## src/pkg/dacc_consts.svh

```systemverilog
// register offsets, field codes and timing counts of the dual converter control
`ifndef DACC_CONSTS_SVH
`define DACC_CONSTS_SVH

`define DACC_ADDR_W        8
`define DACC_A_CTRL        8'h00
`define DACC_A_SWTRG       8'h04
`define DACC_A_R12_1       8'h08
`define DACC_A_L12_1       8'h0C
`define DACC_A_R8_1        8'h10
`define DACC_A_R12_2       8'h14
`define DACC_A_L12_2       8'h18
`define DACC_A_R8_2        8'h1C
`define DACC_A_DR12        8'h20
`define DACC_A_DL12        8'h24
`define DACC_A_DR8         8'h28
`define DACC_A_OUT1        8'h2C
`define DACC_A_OUT2        8'h30

`define DACC_TSEL_EXT      3'h6
`define DACC_TSEL_SW       3'h7
`define DACC_WAVE_OFF      2'h0
`define DACC_WAVE_NOISE    2'h1

`define DACC_HW_TRIG_CYC   2'h3
`define DACC_NOISE_SHIFT_REGISTER_SEED     12'hAAA
`define DACC_NOISE_SHIFT_REGISTER_ONE      12'h001
`define DACC_PAD4          4'h0

`define DACC_RESP_OKAY     2'h0
`define DACC_RESP_SLVERR   2'h2
`define DACC_ZERO32        32'h0000_0000

`endif

```

## src/pkg/dacc_pkg.sv

```systemverilog
// shared types of the dual converter control
`default_nettype none
package dacc_pkg;
  typedef logic [11:0] dacc_val_t;

  typedef struct packed {
    logic [2:0] rsvd;
    logic       channel_dma_request_enable;
    logic [3:0] wave_amplitude_mask;
    logic [1:0] wave_generator_select;
    logic [2:0] trigger_source_select;
    logic       channel_trigger_enable;
    logic       output_buffer_off;
    logic       channel_power_enable;
  } dacc_chctl_s;
endpackage
`default_nettype wire

```

## src/pkg/dacc_chan_if.sv

```systemverilog
// link between the register front end and one converter channel
`timescale 1ns/1ps
`default_nettype none
interface dacc_chan_if;
  import dacc_pkg::*;
  dacc_chctl_s ctl;
  dacc_val_t   hold;
  logic        hw_edge;
  logic        sw_fire;
  dacc_val_t   out_val;

  modport ctrl (output ctl, output hold, output hw_edge, output sw_fire, input out_val);
  modport chan (input ctl, input hold, input hw_edge, input sw_fire, output out_val);
endinterface
`default_nettype wire

```

## src/design/dacc_top.sv

```systemverilog
// dual 12-bit converter digital control with axi4-lite register access
// Operation
// - power enable bit per channel drives that channel's analog power pin.
// - each channel has its own output buffer off control bit.
// - single 8-bit right write shifts bits 7:0 left into holding value.
// - single 12-bit right write takes bits 11:0 unchanged.
// - single 12-bit left write takes bits 15:4.
// - dual 8-bit write feeds 7:0 to channel one, 15:8 to two.
// - dual 12-bit left write takes 15:4 and 31:20.
// - dual 12-bit right write takes 11:0 and 27:16.
// - dma enabled channel pulses a request on every hardware trigger.
// - trigger select picks timers, external line, or software trigger.
// - rising edge of selected hardware source updates output four cycles later.
// - software trigger bit loads output next cycle and clears itself.
// - output register is read only, fed only from holding value plus wave generator term.
// - with trigger disabled output follows holding value one cycle later.
// - wave code 10 selects triangle, amplitude field sets its peak.
// - triangle starts at zero, steps per trigger, added without carry.
// - triangle counts up to peak, down to zero, repeats.
// - wave code 00 resets wave generator state.
// - amplitude field is ignored while channel power is on.
// - wave code 01 adds masked noise shift register value.
// - noise register preloads aaa, advances per trigger, escapes zero.
// - with triggers disabled, dual write moves both holding values out one cycle later.
`timescale 1ns/1ps
`default_nettype none
`include "dacc_consts.svh"
module dacc_top (
  // clock and reset
  input  wire logic         aclk,
  input  wire logic         aresetn,
  // write address channel
  input  wire logic [31:0]  s_axi_awaddr,
  input  wire logic         s_axi_awvalid,
  output logic              s_axi_awready,
  // write data channel
  input  wire logic [31:0]  s_axi_wdata,
  input  wire logic [3:0]   s_axi_wstrb,
  input  wire logic         s_axi_wvalid,
  output logic              s_axi_wready,
  // write response channel
  output logic [1:0]        s_axi_bresp,
  output logic              s_axi_bvalid,
  input  wire logic         s_axi_bready,
  // read address channel
  input  wire logic [31:0]  s_axi_araddr,
  input  wire logic         s_axi_arvalid,
  output logic              s_axi_arready,
  // read data channel
  output logic [31:0]       s_axi_rdata,
  output logic [1:0]        s_axi_rresp,
  output logic              s_axi_rvalid,
  input  wire logic         s_axi_rready,
  // trigger sources
  input  wire logic [5:0]   timer_trigger_output,
  input  wire logic         external_event_line,
  // analog and dma side
  output logic [1:0]        channel_power_enable,
  output logic [1:0]        output_buffer_off,
  output logic [1:0]        channel_dma_request,
  output dacc_pkg::dacc_val_t channel_output_value_1,
  output dacc_pkg::dacc_val_t channel_output_value_2
);
  import dacc_pkg::*;

  typedef struct packed {
    logic                   awready;
    logic [`DACC_ADDR_W-1:0] awaddr;
    logic                   wready;
    logic [31:0]            wdata;
    logic [3:0]             wstrb;
    logic                   bvalid;
    logic [1:0]             bresp;
    logic                   arready;
    logic                   rvalid;
    logic [31:0]            rdata;
    logic [1:0]             rresp;
    dacc_chctl_s [1:0]      ctl;
    logic [1:0]             sw_bit;
    dacc_val_t [1:0]        hold;
    logic [1:0]             trig_prev;
    logic [1:0]             dma;
  } dacc_st_s;

  dacc_st_s        st_q;
  dacc_st_s        st_d;
  logic [31:0]     wmask;
  logic [7:0]      trig_src;
  logic [1:0]      sig_w;
  logic [1:0]      hw_edge_w;
  logic [1:0]      sw_fire_w;
  dacc_val_t [1:0] out_w;

  dacc_chan_if cif [2] ();

  // strobe lanes expanded to a bit mask
  genvar b;
  for (b = 0; b < 4; b++) begin : g_lane
    assign wmask[8*b +: 8] = {8{st_q.wstrb[b]}};
  end

  // source table, last code is software
  assign trig_src = {1'b0, external_event_line, timer_trigger_output};

  genvar g;
  for (g = 0; g < 2; g++) begin : g_ch
    assign sig_w[g] = trig_src[st_q.ctl[g].trigger_source_select];
    // rising edge of selected hardware source
    assign hw_edge_w[g] = st_q.ctl[g].channel_trigger_enable
                        && (st_q.ctl[g].trigger_source_select != `DACC_TSEL_SW)
                        && sig_w[g] && !st_q.trig_prev[g];
    assign sw_fire_w[g] = st_q.ctl[g].channel_trigger_enable
                        && (st_q.ctl[g].trigger_source_select == `DACC_TSEL_SW)
                        && st_q.sw_bit[g];
    assign cif[g].ctl     = st_q.ctl[g];
    assign cif[g].hold    = st_q.hold[g];
    assign cif[g].hw_edge = hw_edge_w[g];
    assign cif[g].sw_fire = sw_fire_w[g];
    assign out_w[g]       = cif[g].out_val;

    dacc_chan u_chan (
      .aclk    (aclk),
      .aresetn (aresetn),
      .cif     (cif[g])
    );
  end

  always_comb begin
    logic [31:0] wd;
    logic [31:0] cw;
    logic [31:0] rd;
    logic [1:0]  rsp;
    wd   = `DACC_ZERO32;
    cw   = `DACC_ZERO32;
    rd   = `DACC_ZERO32;
    rsp  = `DACC_RESP_OKAY;
    st_d = st_q;

    st_d.trig_prev = sig_w;
    // dma request on hardware triggers only
    st_d.dma[0] = hw_edge_w[0] && st_q.ctl[0].channel_dma_request_enable;
    st_d.dma[1] = hw_edge_w[1] && st_q.ctl[1].channel_dma_request_enable;
    st_d.sw_bit = st_q.sw_bit & ~sw_fire_w;

    // address and data are taken independently
    if (s_axi_awvalid && st_q.awready) begin
      st_d.awready = 1'b0;
      st_d.awaddr  = s_axi_awaddr[`DACC_ADDR_W-1:0];
    end
    if (s_axi_wvalid && st_q.wready) begin
      st_d.wready = 1'b0;
      st_d.wdata  = s_axi_wdata;
      st_d.wstrb  = s_axi_wstrb;
    end
    if (st_q.bvalid && s_axi_bready) begin
      st_d.bvalid  = 1'b0;
      st_d.awready = 1'b1;
      st_d.wready  = 1'b1;
    end

    // both halves held: perform the write, one per response
    if (!st_q.awready && !st_q.wready && !st_q.bvalid) begin
      wd          = st_q.wdata & wmask;
      cw          = (32'(st_q.ctl) & ~wmask) | wd;
      st_d.bvalid = 1'b1;
      st_d.bresp  = `DACC_RESP_OKAY;
      case (st_q.awaddr)
        `DACC_A_CTRL: begin
          st_d.ctl         = cw;
          st_d.ctl[0].rsvd = '0;
          st_d.ctl[1].rsvd = '0;
        end
        `DACC_A_SWTRG: begin
          // set wins over the same-cycle clear
          st_d.sw_bit = st_d.sw_bit | wd[1:0];
        end
        `DACC_A_R12_1: begin
          st_d.hold[0] = wd[11:0];
        end
        `DACC_A_L12_1: begin
          st_d.hold[0] = wd[15:4];
        end
        `DACC_A_R8_1: begin
          st_d.hold[0] = {wd[7:0], `DACC_PAD4};
        end
        `DACC_A_R12_2: begin
          st_d.hold[1] = wd[11:0];
        end
        `DACC_A_L12_2: begin
          st_d.hold[1] = wd[15:4];
        end
        `DACC_A_R8_2: begin
          // channel two eight bits shifted up
          st_d.hold[1] = {wd[7:0], `DACC_PAD4};
        end
        `DACC_A_DR12: begin
          st_d.hold[0] = wd[11:0];
          st_d.hold[1] = wd[27:16];
        end
        `DACC_A_DL12: begin
          st_d.hold[0] = wd[15:4];
          st_d.hold[1] = wd[31:20];
        end
        `DACC_A_DR8: begin
          // dual eight bits; both move together
          st_d.hold[0] = {wd[7:0], `DACC_PAD4};
          st_d.hold[1] = {wd[15:8], `DACC_PAD4};
        end
        default: begin
          st_d.bresp = `DACC_RESP_SLVERR;
        end
      endcase
    end

    // read decode of the presented address
    case (s_axi_araddr[`DACC_ADDR_W-1:0])
      `DACC_A_CTRL: begin
        rd = 32'(st_q.ctl);
      end
      `DACC_A_SWTRG: begin
        rd = 32'(st_q.sw_bit);
      end
      `DACC_A_R12_1: begin
        rd = 32'(st_q.hold[0]);
      end
      `DACC_A_L12_1: begin
        rd = 32'({st_q.hold[0], `DACC_PAD4});
      end
      `DACC_A_R8_1: begin
        rd = 32'(st_q.hold[0][11:4]);
      end
      `DACC_A_R12_2: begin
        rd = 32'(st_q.hold[1]);
      end
      `DACC_A_L12_2: begin
        rd = 32'({st_q.hold[1], `DACC_PAD4});
      end
      `DACC_A_R8_2: begin
        rd = 32'(st_q.hold[1][11:4]);
      end
      `DACC_A_DR12: begin
        rd = {`DACC_PAD4, st_q.hold[1], `DACC_PAD4, st_q.hold[0]};
      end
      `DACC_A_DL12: begin
        rd = {st_q.hold[1], `DACC_PAD4, st_q.hold[0], `DACC_PAD4};
      end
      `DACC_A_DR8: begin
        rd = 32'({st_q.hold[1][11:4], st_q.hold[0][11:4]});
      end
      // output words are read back only
      `DACC_A_OUT1: begin
        rd = 32'(out_w[0]);
      end
      `DACC_A_OUT2: begin
        rd = 32'(out_w[1]);
      end
      default: begin
        rsp = `DACC_RESP_SLVERR;
      end
    endcase

    if (s_axi_arvalid && st_q.arready) begin
      st_d.arready = 1'b0;
      st_d.rvalid  = 1'b1;
      st_d.rdata   = rd;
      st_d.rresp   = rsp;
    end
    if (st_q.rvalid && s_axi_rready) begin
      st_d.rvalid  = 1'b0;
      st_d.arready = 1'b1;
    end
  end

  always_ff @(posedge aclk) begin
    if (!aresetn) begin
      st_q         <= '0;
      st_q.awready <= 1'b1;
      st_q.wready  <= 1'b1;
      st_q.arready <= 1'b1;
    end else begin
      st_q <= st_d;
    end
  end

  // bus answers straight from state
  assign s_axi_awready = st_q.awready;
  assign s_axi_wready  = st_q.wready;
  assign s_axi_bresp   = st_q.bresp;
  assign s_axi_bvalid  = st_q.bvalid;
  assign s_axi_arready = st_q.arready;
  assign s_axi_rdata   = st_q.rdata;
  assign s_axi_rresp   = st_q.rresp;
  assign s_axi_rvalid  = st_q.rvalid;

  // start-up settling is left to software; power pin follows the bit at once
  assign channel_power_enable[0] = st_q.ctl[0].channel_power_enable;
  assign channel_power_enable[1] = st_q.ctl[1].channel_power_enable;
  assign output_buffer_off[0]    = st_q.ctl[0].output_buffer_off;
  assign output_buffer_off[1]    = st_q.ctl[1].output_buffer_off;
  assign channel_dma_request     = st_q.dma;
  assign channel_output_value_1  = out_w[0];
  assign channel_output_value_2  = out_w[1];
endmodule
`default_nettype wire

```

## src/design/dacc_chan.sv

```systemverilog
// one converter channel: output register, trigger delay and wave generators
`timescale 1ns/1ps
`default_nettype none
`include "dacc_consts.svh"
module dacc_chan (
  // clock and reset
  input  wire logic  aclk,
  input  wire logic  aresetn,
  // control side
  dacc_chan_if.chan  cif
);
  import dacc_pkg::*;

  typedef struct packed {
    dacc_val_t  out_val;
    dacc_val_t  tri_val;
    logic       tri_down;
    dacc_val_t  noise_shift_register;
    logic [3:0] amp;
    logic [1:0] cnt;
  } dacc_chst_s;

  dacc_chst_s st_q;
  dacc_chst_s st_d;
  dacc_val_t  amp_mask;

  genvar i;
  for (i = 0; i < 12; i++) begin : g_mask
    assign amp_mask[i] = (st_q.amp >= 4'(i));
  end

  always_comb begin
    dacc_val_t add_val;
    dacc_val_t nxt;
    logic      load;
    add_val = '0;
    nxt     = '0;
    st_d    = st_q;
    if (!cif.ctl.channel_power_enable) begin
      st_d.amp = cif.ctl.wave_amplitude_mask;
    end
    if (cif.hw_edge) begin
      st_d.cnt = `DACC_HW_TRIG_CYC;
    end else if (st_q.cnt != 2'h0) begin
      st_d.cnt = st_q.cnt - 2'h1;
    end
    load = cif.sw_fire || (st_q.cnt == 2'h1);
    if (cif.ctl.wave_generator_select[1]) begin
      add_val = st_q.tri_val;
    end else if (cif.ctl.wave_generator_select == `DACC_WAVE_NOISE) begin
      add_val = st_q.noise_shift_register & amp_mask;
    end
    if (!cif.ctl.channel_trigger_enable) begin
      st_d.out_val = cif.hold;
    end else if (load) begin
      st_d.out_val = cif.hold + add_val;
      if (cif.ctl.wave_generator_select[1]) begin
        // up to peak, down to zero
        if (!st_q.tri_down) begin
          if (st_q.tri_val >= amp_mask) begin
            st_d.tri_down = 1'b1;
            st_d.tri_val  = st_q.tri_val - 12'h001;
          end else begin
            st_d.tri_val = st_q.tri_val + 12'h001;
          end
        end else if (st_q.tri_val == 12'h000) begin
          st_d.tri_down = 1'b0;
          st_d.tri_val  = 12'h001;
        end else begin
          st_d.tri_val = st_q.tri_val - 12'h001;
        end
      end else if (cif.ctl.wave_generator_select == `DACC_WAVE_NOISE) begin
        nxt = {st_q.noise_shift_register[10:0], st_q.noise_shift_register[11] ^ st_q.noise_shift_register[5] ^ st_q.noise_shift_register[3] ^ st_q.noise_shift_register[0]};
        st_d.noise_shift_register = (nxt == 12'h000) ? `DACC_NOISE_SHIFT_REGISTER_ONE : nxt;
      end
    end
    if (cif.ctl.wave_generator_select == `DACC_WAVE_OFF) begin
      st_d.tri_val  = '0;
      st_d.tri_down = 1'b0;
      st_d.noise_shift_register     = `DACC_NOISE_SHIFT_REGISTER_SEED;
    end
  end

  always_ff @(posedge aclk) begin
    if (!aresetn) begin
      st_q <= '{out_val: '0, tri_val: '0, tri_down: 1'b0, noise_shift_register: `DACC_NOISE_SHIFT_REGISTER_SEED,
                amp: '0, cnt: '0};
    end else begin
      st_q <= st_d;
    end
  end

  assign cif.out_val = st_q.out_val;
endmodule
`default_nettype wire

```

## config.mk

```make
export PLATFORM = sky130hd
export DESIGN_NAME = dacc_top
export DESIGN_NICKNAME = d
export VERILOG_FILES = /design/src/pkg/dacc_pkg.sv /design/src/pkg/dacc_chan_if.sv /design/src/design/dacc_top.sv /design/src/design/dacc_chan.sv
export VERILOG_INCLUDE_DIRS = /design/src /design/src/pkg
export SDC_FILE = /design/constraint.sdc
export NUM_CORES = 1
export LEC_CHECK = 0
export BUFFER_PORTS_ARGS = -buffer_cell sky130_fd_sc_hd__buf_2
export CAP_MARGIN = 20
export CORE_ASPECT_RATIO = 0.75
export CORE_MARGIN = 2
export CORE_UTILIZATION = 57
export CTS_CLUSTER_SIZE = 20
export DETAILED_ROUTE_END_ITERATION = 6
export PLACE_DENSITY = 0.79
export SETUP_SLACK_MARGIN = 0.3
export SYNTH_ARGS = -nofsm -noshare
export SYNTH_HDL_FRONTEND = slang
export SYNTH_SLANG_ARGS = --single-unit
```

## constraint.sdc

```tcl
create_clock -name aclk -period 3.66 [get_ports aclk]
set_input_delay 0.366 -clock aclk [delete_from_list [all_inputs] [get_ports aclk]]
set_output_delay 0.366 -clock aclk [all_outputs]
set_load 0.02 [all_outputs]
```

==> results.py, run 1 <==
metrics = {
    "clocking": {
        "cts_made_buffers": 24,
        "clock_latency_ps": 530,
        "cts_max_level": 1,
        "path_clk_slew_ps": 60,
        "tritoncts": "built",
        "root_buffer": "clkbuf_16",
        "clock_path_buffers": 3,
        "cts_sinks": 225,
        "cts_resized": 0,
    },
    "route": {
        "wl_met2_mm": 17.7,
        "wl_met3_mm": 5.45,
        "via_count": 13700,
        "vias_per_cell": 6.47,
        "postRouteAntennaNets": 0,
        "wirelength_met1_mm": 18.8,
        "top_layer_used": "met5",
        "drt_wl_total_mm": 42.7,
        "detailedRoute.firstIterationViolations": 2099,
        "routedWlPerCell_um": 20.2,
        "firstDrtPassIters": 7,
        "drc": 4,
    },
    "layout": {
        "finalNonFillerCells": 2113,
        "design_area_mm2": 0.0147,
        "fin_nets": 1966,
        "mostFrequentLayoutCells": "nand2_1 (315), dfxtp_1 (225), a21oi_1 (157)",
        "layout.cells.most_common": "nand2_1",
        "syn2layout_area_growth_pct": 8.66,
        "diodes": 0,
        "fillCellCount": 2037,
        "final_core_util": 0.635,
        "layout-drive-gt1-share": 0.130,
    },
    "timing": {
        "post-route-period-util": 0.836,
        "final_max_slew_viol_count": 0,
        "hold_viol": 0,
        "setup_viol": 0,
        "rsz0062_at_grt": "no",
        "finalClockSkew_ps": 11.9,
        "slew-limit-headroom": 0.285,
        "fin_tns_setup_ps": 0,
        "fin_crit_ps": 3060,
        "max_freq_mhz": 327,
        "worst_pin_slew_ps": 1070,
    },
    "place": {
        "port_buffers": 134,
        "placed_cell_area_mm2": 0.0139,
        "routabilityCongestion": 0.971,
        "placed_cells": 2068,
        "hpwlAfterDp_mm": 31.1,
    },
    "die": {
        "io_pins": 185,
        "die_w_um": 182,
        "rows": 48,
        "coreArea_mm2": 0.0232,
        "dieArea_mm2": 0.0250,
        "initial_utilization": 0.584,
        "die_y_um": 138,
    },
    "synthesis": {
        "syn-mean-instance-area_um2": 7.57,
        "synth_edf_count": 0,
        "async_reset_ff_frac": 0,
        "netlist_area_mm2": 0.0135,
        "ys.flop_type": "dfxtp_1",
        "ys_types": 79,
        "yosys_warnings": 0,
        "yosys_register_bits": 225,
        "syn_inst": 1789,
        "ys_seq_area_frac": 0.333,
    },
    "pwr": {
        "leakagePower_nw": 5.48,
        "peakVddDrop_mv": 0.393,
        "p_per_area_mw_per_mm2": 384,
    },
    "critical_path": {
        "crit_fanout": 15,
        "worstPathRequired_ps": 4120,
        "critPathKind": "register to register",
        "worst_ep_arrival_time_ps": 3520,
        "start_kind": "register",
        "crit_path_end_kind": "register",
    },
    "global_route": {
        "overflow": 0,
        "track_usage": 0.336,
        "grt_pass1_wl_mm": 66.7,
        "grt_pass1_vias": 12100,
        "grt_antenna_before_repair": 1,
        "grt_max_degree": 69,
    },
    "worst_hold_path": {
        "worstHoldPathType": "primary input to register",
    },
    "status": {
        "status": "complete, but fails checks",
        "violations": "DRC",
    },
    "flow_run": {
        "cap_violations": 0,
    },
}
==> report_power, final <==
| group | switching, W | internal (W) |
|---|---|---|
| clock network | 0.00104 | 0.00149 |
| logic | 0.000329 | 0.000181 |
| registers | 0.0000964 | 0.00251 |
==> final cells by class <==
class | instances | area [um2] | area share
timing repair buffer | 165 | 943 | 0.0641
sequential | 225 | 4500 | 0.306
clock buffer | 32 | 702 | 0.0477
clock inverter | 11 | 121 | 0.00825
inverter | 42 | 160 | 0.0109
multi-input combinational | 1338 | 7910 | 0.538
tap | 300 | 375 | 0.0255
==> cell usage after synthesis, types with 17 or more instances <==
library cell | count | share of area
clkbuf_1 | 85 | 0.024
nand2_1 | 315 | 0.087
inv_1 | 42 | 0.012
nor2_1 | 119 | 0.033
nand3_1 | 109 | 0.040
dfxtp_1 | 225 | 0.33
buf_4 | 69 | 0.038
o21ai_0 | 75 | 0.028
a21o_1 | 18 | 0.010
a22oi_1 | 30 | 0.017
buf_2 | 18 | 0.0067
a22o_1 | 22 | 0.014
mux2i_1 | 29 | 0.021
a31oi_1 | 31 | 0.014
ha_1 | 54 | 0.050
a21oi_1 | 157 | 0.058
nor3_1 | 30 | 0.011
nor2b_1 | 17 | 0.0079
o21ai_1 | 45 | 0.017
a211oi_1 | 23 | 0.013
==> worst paths after layout <==
path                                          endpoint                                start  slack, ps  cells past startpoint
hold reg to reg           s_axi_rdata[19]$_SDFFE_PN0P_         s_axi_rdata[19]$_SDFFE_PN0P_        450                      2
hold / removal               s_axi_wready$_SDFFE_PP1P_                         s_axi_wvalid         40                      2
setup / recovery  g_ch[0].u_chan.st_q[30]$_SDFFE_PP0P_  g_ch[0].u_chan.st_q[5]$_SDFFE_PN0N_        600                     10
setup reg to reg  g_ch[0].u_chan.st_q[30]$_SDFFE_PP0P_  g_ch[0].u_chan.st_q[5]$_SDFFE_PN0N_        600                     10
==> cells by family (layout without fill, tap and decap cells) <==
family,count (synthesis),count (layout),share of synthesized area
AO/OA/AOI/OAI,518,518,0.246
XOR/XNOR,28,28,0.0181
adder cells (fa/ha/maj),56,56,0.0528
buffers and inverters,227,250,0.0838
flip-flops,225,225,0.333
multiplexers,38,38,0.0306
other,1,2,0.000277
AND/OR/NAND/NOR,696,696,0.236
==> routing by layer <==
layer | global-route usage | vias up
met3 | 0.0658 | 82
met4 | 0.0690 | 2
met1 | 0.496 | 6395
li1 | - | 6403
met5 | 0 | -
met2 | 0.507 | 790
==> repair_timing <==
action | in CTS | in global routing
hold buffers | 0 | 0
endpoints found under the setup margin | 0 | 5
setup buffers | 0 | 2
==> per-stage QoR <==
stage,hold WS (ps),power [W],setup WS [ps]
after CTS,39.0,0.00564,456
final,43.3,0.00565,600
after detailed placement,443,0.00315,481
after global routing,63.5,0.00581,459
after global placement,437,0.00312,528
after floorplan,430,0.00297,941
==> worst max-delay path: stages (launching register included) <==
cell and delay, ps:
dfxtp_1 590, inv_1 120, nand2_1 130, a21oi_1 70, ha_1 320, a21oi_1 150
o21ai_0 110, a22oi_1 260, nand2_1 450, or4_1 610, a31oi_1 170
Power figures use the tool's default switching activity.
==> inputs of run 2 (changes only) <==
==> constraint.sdc (replaced) <==
create_clock -name aclk -period 3.1 [get_ports aclk]
set_input_delay 0.31 -clock aclk [delete_from_list [all_inputs] [get_ports aclk]]
set_output_delay 0.31 -clock aclk [all_outputs]
set_load 0.02 [all_outputs]
==> results.py, run 2 (synthesized netlist as in run 1, its figures left out) <==
metrics = {
    "place": {
        "port_buffers": 134,
        "place_ws_ps": 179,
        "routabilityCongestion": 1.01,
        "hpwlAfterDp_mm": 31.9,
    },
    "die": {
        "coreArea_mm2": 0.0232,
        "io_pins": 185,
        "die_y_um": 138,
        "initial_utilization": 0.584,
        "dieArea_mm2": 0.0250,
        "die_w_um": 182,
        "rows": 48,
    },
    "route": {
        "firstDrtPassIters": 7,
        "postRouteAntennaNets": 0,
        "routedWlPerCell_um": 20.3,
        "drc": 0,
        "via_count": 13900,
        "detailedRoute.firstIterationViolations": 1795,
        "vias_per_cell": 6.47,
        "drt_wl_total_mm": 43.4,
    },
    "layout": {
        "fillCellCount": 2081,
        "layout.cells.most_common": "nand2_1",
        "mostFrequentLayoutCells": "nand2_1 (313), dfxtp_1 (219), a21oi_1 (151)",
        "layout-drive-gt1-share": 0.160,
        "syn2layout_area_growth_pct": 10.5,
        "final_core_util": 0.646,
        "fin_nets": 1994,
    },
    "timing": {
        "rsz0062_at_grt": "yes",
        "worst_pin_slew_ps": 934,
        "hold_viol": 0,
        "worst_slack_ps": 366,
        "finalClockSkew_ps": 10.9,
        "fin_crit_ps": 2730,
        "setup_viol": 0,
        "slew-limit-headroom": 0.373,
        "fin_tns_setup_ps": 0,
        "max_freq_mhz": 366,
        "final_max_slew_viol_count": 0,
        "post-route-period-util": 0.882,
    },
    "critical_path": {
        "crit_path_end_kind": "register",
        "r2r_cells": 12,
        "endpoint": "g_ch[1].u_chan.cif.out_val[6]$_SDFFE_PN0P_",
        "critPathKind": "register to register",
        "crit_fanout": 5,
        "worst_ep_arrival_time_ps": 3190,
        "worstSetupStartpoint": "g_ch[1].u_chan.st_q[4]$_SDFFE_PN0N_",
        "r2r-start": "g_ch[1].u_chan.st_q[4]$_SDFFE_PN0N_",
        "r2r_slack_ps": 370,
        "worstPathRequired_ps": 3560,
        "r2r_end": "g_ch[1].u_chan.cif.out_val[6]$_SDFFE_PN0P_",
        "start_kind": "register",
    },
    "global_route": {
        "grt_max_degree": 84,
        "grt_pass1_wl_mm": 66.8,
        "grt_antenna_before_repair": 1,
        "overflow": 0,
        "grt_pass1_vias": 12200,
        "track_usage": 0.338,
    },
    "pwr": {
        "peakVddDrop_mv": 0.396,
        "p_per_area_mw_per_mm2": 434,
        "leakagePower_nw": 5.61,
        "power.total_w": 0.00650,
    },
    "status": {
        "status": "finished clean",
    },
    "clocking": {
        "clock_path_buffers": 3,
        "cts_sinks": 225,
        "cts_max_level": 1,
        "path_clk_slew_ps": 60,
        "clock_latency_ps": 520,
        "root_buffer": "clkbuf_16",
        "tritoncts": "built",
        "cts_made_buffers": 23,
    },
    "flow_run": {
        "cap_violations": 0,
    },
    "worst_hold_path": {
        "worstHoldPathType": "primary input to register",
    },
}
-- run 2: worst max-delay path, cell delays in order (launching register included) --
cell and delay [ps]:
dfxtp_2 320, or2_4 270, or3_4 400, a32o_1 290, inv_1 90, fa_1 190, nor2b_1 70, o21ai_1 200
a21boi_2 120, o21ai_2 190, a21boi_0 120, o311a_1 340, nor2_1 90
-- run 2: layer usage --
metal,track usage,vias to the layer above,share of wire
met5,0,-,0.00028
li1,-,6442,-
met4,0.0842,2,0.026
met3,0.0880,99,0.14
met2,0.501,799,0.41
met1,0.490,6508,0.42
-- run 2: how the worst min path moves through the flow --
stage                                 start                           end  slack [ps]  cells past startpoint
2_1_floorplan                  s_axi_wvalid     s_axi_wready$_SDFFE_PP1P_         410                      1
3_3_place_gp   s_axi_rdata[13]$_SDFFE_PN0P_  s_axi_rdata[13]$_SDFFE_PN0P_         440                      2
3_5_place_dp   s_axi_rdata[27]$_SDFFE_PN0P_  s_axi_rdata[27]$_SDFFE_PN0P_         440                      2
4_1_cts                     s_axi_wdata[19]        st_q[124]$_SDFFE_PN0P_          20                      3
5_1_grt                     s_axi_wdata[30]        st_q[135]$_SDFFE_PN0P_          30                      3
6_report                    s_axi_wdata[19]        st_q[124]$_SDFFE_PN0P_          20                      3
-- run 2: repair_timing --
action | CTS | global route
buffers inserted | 1 | 2
hold buffers | 1 | 0
pin swaps | 1 | 10
hold endpoints to repair | 1 | 0
setup endpoints to repair | 10 | 32
gates resized for setup | 3 | 37
cloned | 0 | 0
-- run 2: final cells by class --
type | instances | area, um2 | share of cell area
Antenna cell | 1 | 2.50 | 0.000167
Sequential cell | 225 | 4510 | 0.301
Inverter | 42 | 160 | 0.0107
Tap cell | 300 | 375 | 0.0251
Clock buffer | 28 | 634 | 0.0424
Clock inverter | 12 | 120 | 0.00802
Multi-Input combinational cell | 1338 | 8040 | 0.537
Timing Repair Buffer | 194 | 1130 | 0.0753
-- run 2: through the flow --
stage          hold slack [ps]  instance area, um2  instances
6_report                  23.4               15000       2140
5_1_grt                   33.3               15000       2139
4_1_cts                   16.5               14800       2137
3_5_place_dp               442               14000       2095
3_3_place_gp               442               14000       2095
2_1_floorplan              410               13500       1790
-- run 2: report_power, final --
part	leakage (nW)	internal, W	switching, W
registers	1.83	0.00296	0.000112
logic	3.41	0.000218	0.000384
clock network	0.377	0.00162	0.00120
==> inputs of run 3 (changes only) <==
--- a/config.mk
+++ b/config.mk
@@ -10,11 +10,12 @@
 export CAP_MARGIN = 20
 export CORE_ASPECT_RATIO = 0.75
 export CORE_MARGIN = 2
-export CORE_UTILIZATION = 57
+export CORE_UTILIZATION = 50
 export CTS_CLUSTER_SIZE = 20
 export DETAILED_ROUTE_END_ITERATION = 6
-export PLACE_DENSITY = 0.79
+export PLACE_DENSITY = 0.7
 export SETUP_SLACK_MARGIN = 0.3
 export SYNTH_ARGS = -nofsm -noshare
 export SYNTH_HDL_FRONTEND = slang
+export SYNTH_HIERARCHICAL = 1
 export SYNTH_SLANG_ARGS = --single-unit
==> results.py, run 3 <==
metrics = {
    "pwr": {
        "p_sw_w": 0.00171,
        "leakagePower_nw": 6.11,
        "p_comb_frac": 0.099,
        "pwr-share-seq": 0.465,
        "peakVddDrop_mv": 0.291,
        "p_int_w": 0.00489,
        "p_per_area_mw_per_mm2": 416,
        "swShare": 0.259,
        "power.total_w": 0.00660,
        "pwr-share-clk": 0.436,
    },
    "timing": {
        "fin_tns_setup_ps": 0,
        "rsz0062_at_grt": "yes",
        "slew-limit-headroom": 0.415,
        "worst_pin_slew_ps": 865,
        "hold_viol": 0,
        "finalClockSkew_ps": 14.2,
        "worst_hold_slack_ps": 20.3,
        "fin_crit_ps": 2670,
        "setup_viol": 0,
        "post-route-period-util": 0.861,
        "final_max_slew_viol_count": 0,
        "max_freq_mhz": 374,
    },
    "critical_path": {
        "crit_fanout": 8,
        "worst_ep_arrival_time_ps": 3120,
        "critPathKind": "register to register",
        "start_kind": "register",
        "critPathSlowestCell": "dfxtp_2",
        "crit_top_cell": "o21ai_0",
        "worstPathRequired_ps": 3550,
        "crit_path_end_kind": "register",
        "path_buf_inv": 2,
        "path_delay_family": "compound AO/OA/AOI/OAI gates",
        "path_cells": "buf_4, nand2_1, o21ai_0, ha_2, inv_1, fa_1, nor2b_1, o21ai_0, nand2b_1, a311oi_2, o21ba_2, xor2_1, a31oi_1",
        "worst_path_largest_cell_delay_ps": 410,
    },
    "synthesis": {
        "yosys_warnings": 6,
        "synth_edf_count": 0,
        "ys_seq_area_frac": 0.313,
        "ys_types": 100,
        "synth.top_cells.by_count": "nand2_1 (287), dfxtp_1 (225), o21ai_0 (108)",
        "ys_top_cells_by_area": "dfxtp_1 (31%), nand2_1 (7.5%), ha_1 (4.7%), mux2i_1 (4.4%), o21ai_0 (3.8%)",
        "syn_inst": 1803,
        "synth.most_common_cell": "nand2_1",
        "ys.flop_type": "dfxtp_1",
        "yosys_register_bits": 225,
        "syn-mean-instance-area_um2": 7.99,
        "yosys.area.top_type_share": 0.313,
        "netlist_area_mm2": 0.0144,
        "async_reset_ff_frac": 0,
        "synth_area_leader_cell": "dfxtp_1",
    },
    "clocking": {
        "tritoncts": "built",
        "cts_max_level": 1,
        "cts_sinks": 225,
        "root_buffer": "clkbuf_16",
        "clock_latency_ps": 540,
        "clock_path_buffers": 3,
        "cts_made_buffers": 24,
        "path_clk_slew_ps": 60,
    },
    "die": {
        "dieArea_mm2": 0.0302,
        "io_pins": 185,
        "die_y_um": 151,
        "rows": 53,
        "initial_utilization": 0.511,
        "coreArea_mm2": 0.0282,
        "die_w_um": 200,
    },
    "global_route": {
        "overflow": 0,
        "grt_pass1_vias": 12500,
        "grt_antenna_before_repair": 5,
        "grt_max_degree": 163,
        "grt_pass1_wl_mm": 70.7,
        "track_usage": 0.299,
    },
    "status": {
        "status": "complete, but fails checks",
        "violations": "DRC",
    },
    "layout": {
        "layout-drive-gt1-share": 0.161,
        "layout.cells.most_common": "nand2_1",
        "fillCellCount": 2627,
        "syn2layout_area_growth_pct": 10.1,
        "fin_nets": 1999,
        "mostFrequentLayoutCells": "nand2_1 (286), dfxtp_1 (217), buf_2 (133)",
        "final_core_util": 0.563,
    },
    "route": {
        "drc": 2,
        "vias_per_cell": 6.22,
        "postRouteAntennaNets": 0,
        "routedWlPerCell_um": 20.4,
        "detailedRoute.firstIterationViolations": 1511,
        "firstDrtPassIters": 7,
        "via_count": 13900,
        "drt_wl_total_mm": 45.5,
    },
    "worst_hold_path": {
        "worstHoldPathType": "primary input to register",
    },
    "place": {
        "routabilityCongestion": 1.03,
        "hpwlAfterDp_mm": 33.5,
        "port_buffers": 134,
    },
    "flow_run": {
        "cap_violations": 0,
    },
}
==> run 3: cell count changes after synthesis, moves of 17 or more <==
| cell | previous run | this run |
|---|---|---|
| nor2b_1 | 17 | 52 |
| and2_1 | 13 | 35 |
| a21oi_1 | 157 | 88 |
| o21ai_0 | 75 | 108 |
| nor2_1 | 119 | 65 |
| a22o_1 | 22 | 2 |
| a21boi_0 | 3 | 51 |
| nand3_1 | 109 | 63 |
| mux2i_1 | 29 | 63 |
| o22ai_1 | 1 | 18 |
| o21ai_1 | 45 | 3 |
| nand2_1 | 315 | 287 |
==> run 3: cell type report <==
cell class | count | area (um2) | area share
multi-input combinational | 1353 | 8820 | 0.557
sequential | 225 | 4520 | 0.285
timing repair buffer | 190 | 1110 | 0.0703
clock buffer | 35 | 713 | 0.0450
tap | 385 | 482 | 0.0304
inverter | 35 | 131 | 0.00829
clock inverter | 6 | 60.1 | 0.00379
antenna | 5 | 12.5 | 0.000789
==> run 3: timing repair <==
action	in CTS	in global routing
setup buffers	0	4
hold endpoints to repair	2	0
pin swaps	0	4
endpoints found under the setup margin	6	29
hold buffers	2	0
gates resized for setup	4	27
==> run 3: per-layer routing <==
layer / GRT usage / share of wire / vias up / wire length (um)
met3: 0.0581 / 0.10 / 102 / 4610
met1: 0.446 / 0.46 / 6551 / 21100
li1: - / - / 6531 / -
met5: 0 / 0 / - / 0
met4: 0.0844 / 0.028 / 0 / 1280
met2: 0.435 / 0.41 / 704 / 18600
==> run 3: worst paths after layout <==
kind              depth (start not counted)                          from  slack [ps]                                          end
setup / recovery                         13                      register         430  g_ch[0].u_chan/cif.out_val[10]$_SDFFE_PN0P_
hold / removal                            3               s_axi_wdata[27]          20                       st_q[132]$_SDFFE_PN0P_
setup reg to reg                         13                      register         430  g_ch[0].u_chan/cif.out_val[10]$_SDFFE_PN0P_
hold reg to reg                           2  s_axi_rdata[31]$_SDFFE_PN0P_         470                 s_axi_rdata[31]$_SDFFE_PN0P_
==> run 3: kinds of logic after synthesis <==
group	share of synthesized area
other cells	0.000260
xor+xnor	0.0231
buf+inv	0.0815
mux	0.0500
flops	0.313
fa+ha+maj	0.0497
simple gates	0.245
compound gates	0.237
==> run 3: worst register-to-register path, cell delays in order (launching register included) <==
cell and delay, ps:
dfxtp_2 410, buf_4 200, nand2_1 60, o21ai_0 140, ha_2 250, inv_1 50, fa_1 380, nor2b_1 160
o21ai_0 110, nand2b_1 150, a311oi_2 130, o21ba_2 240, xor2_1 130, a31oi_1 180
==> run 3: power by group through the flow <==
| stage | sequential, W | clock (W) | combinational (W) |
|---|---|---|---|
| after CTS | 0.00306 | 0.00290 | 0.000643 |
| after floorplan | 0.00308 | 0 | 0.000476 |
| after global routing | 0.00307 | 0.00302 | 0.000718 |
| after detailed placement | 0.00313 | 0 | 0.000639 |
| final | 0.00307 | 0.00288 | 0.000655 |
| after global placement | 0.00312 | 0 | 0.000620 |
==> run 3: stage by stage <==
stage / setup slack (ps) / cell area [um2] / std cells
final: 430 / 15900 / 2234
after global routing: 277 / 15900 / 2234
after CTS: 338 / 15700 / 2225
after detailed placement: 219 / 14900 / 2182
after global placement: 276 / 14900 / 2182
after floorplan: 379 / 14400 / 1804
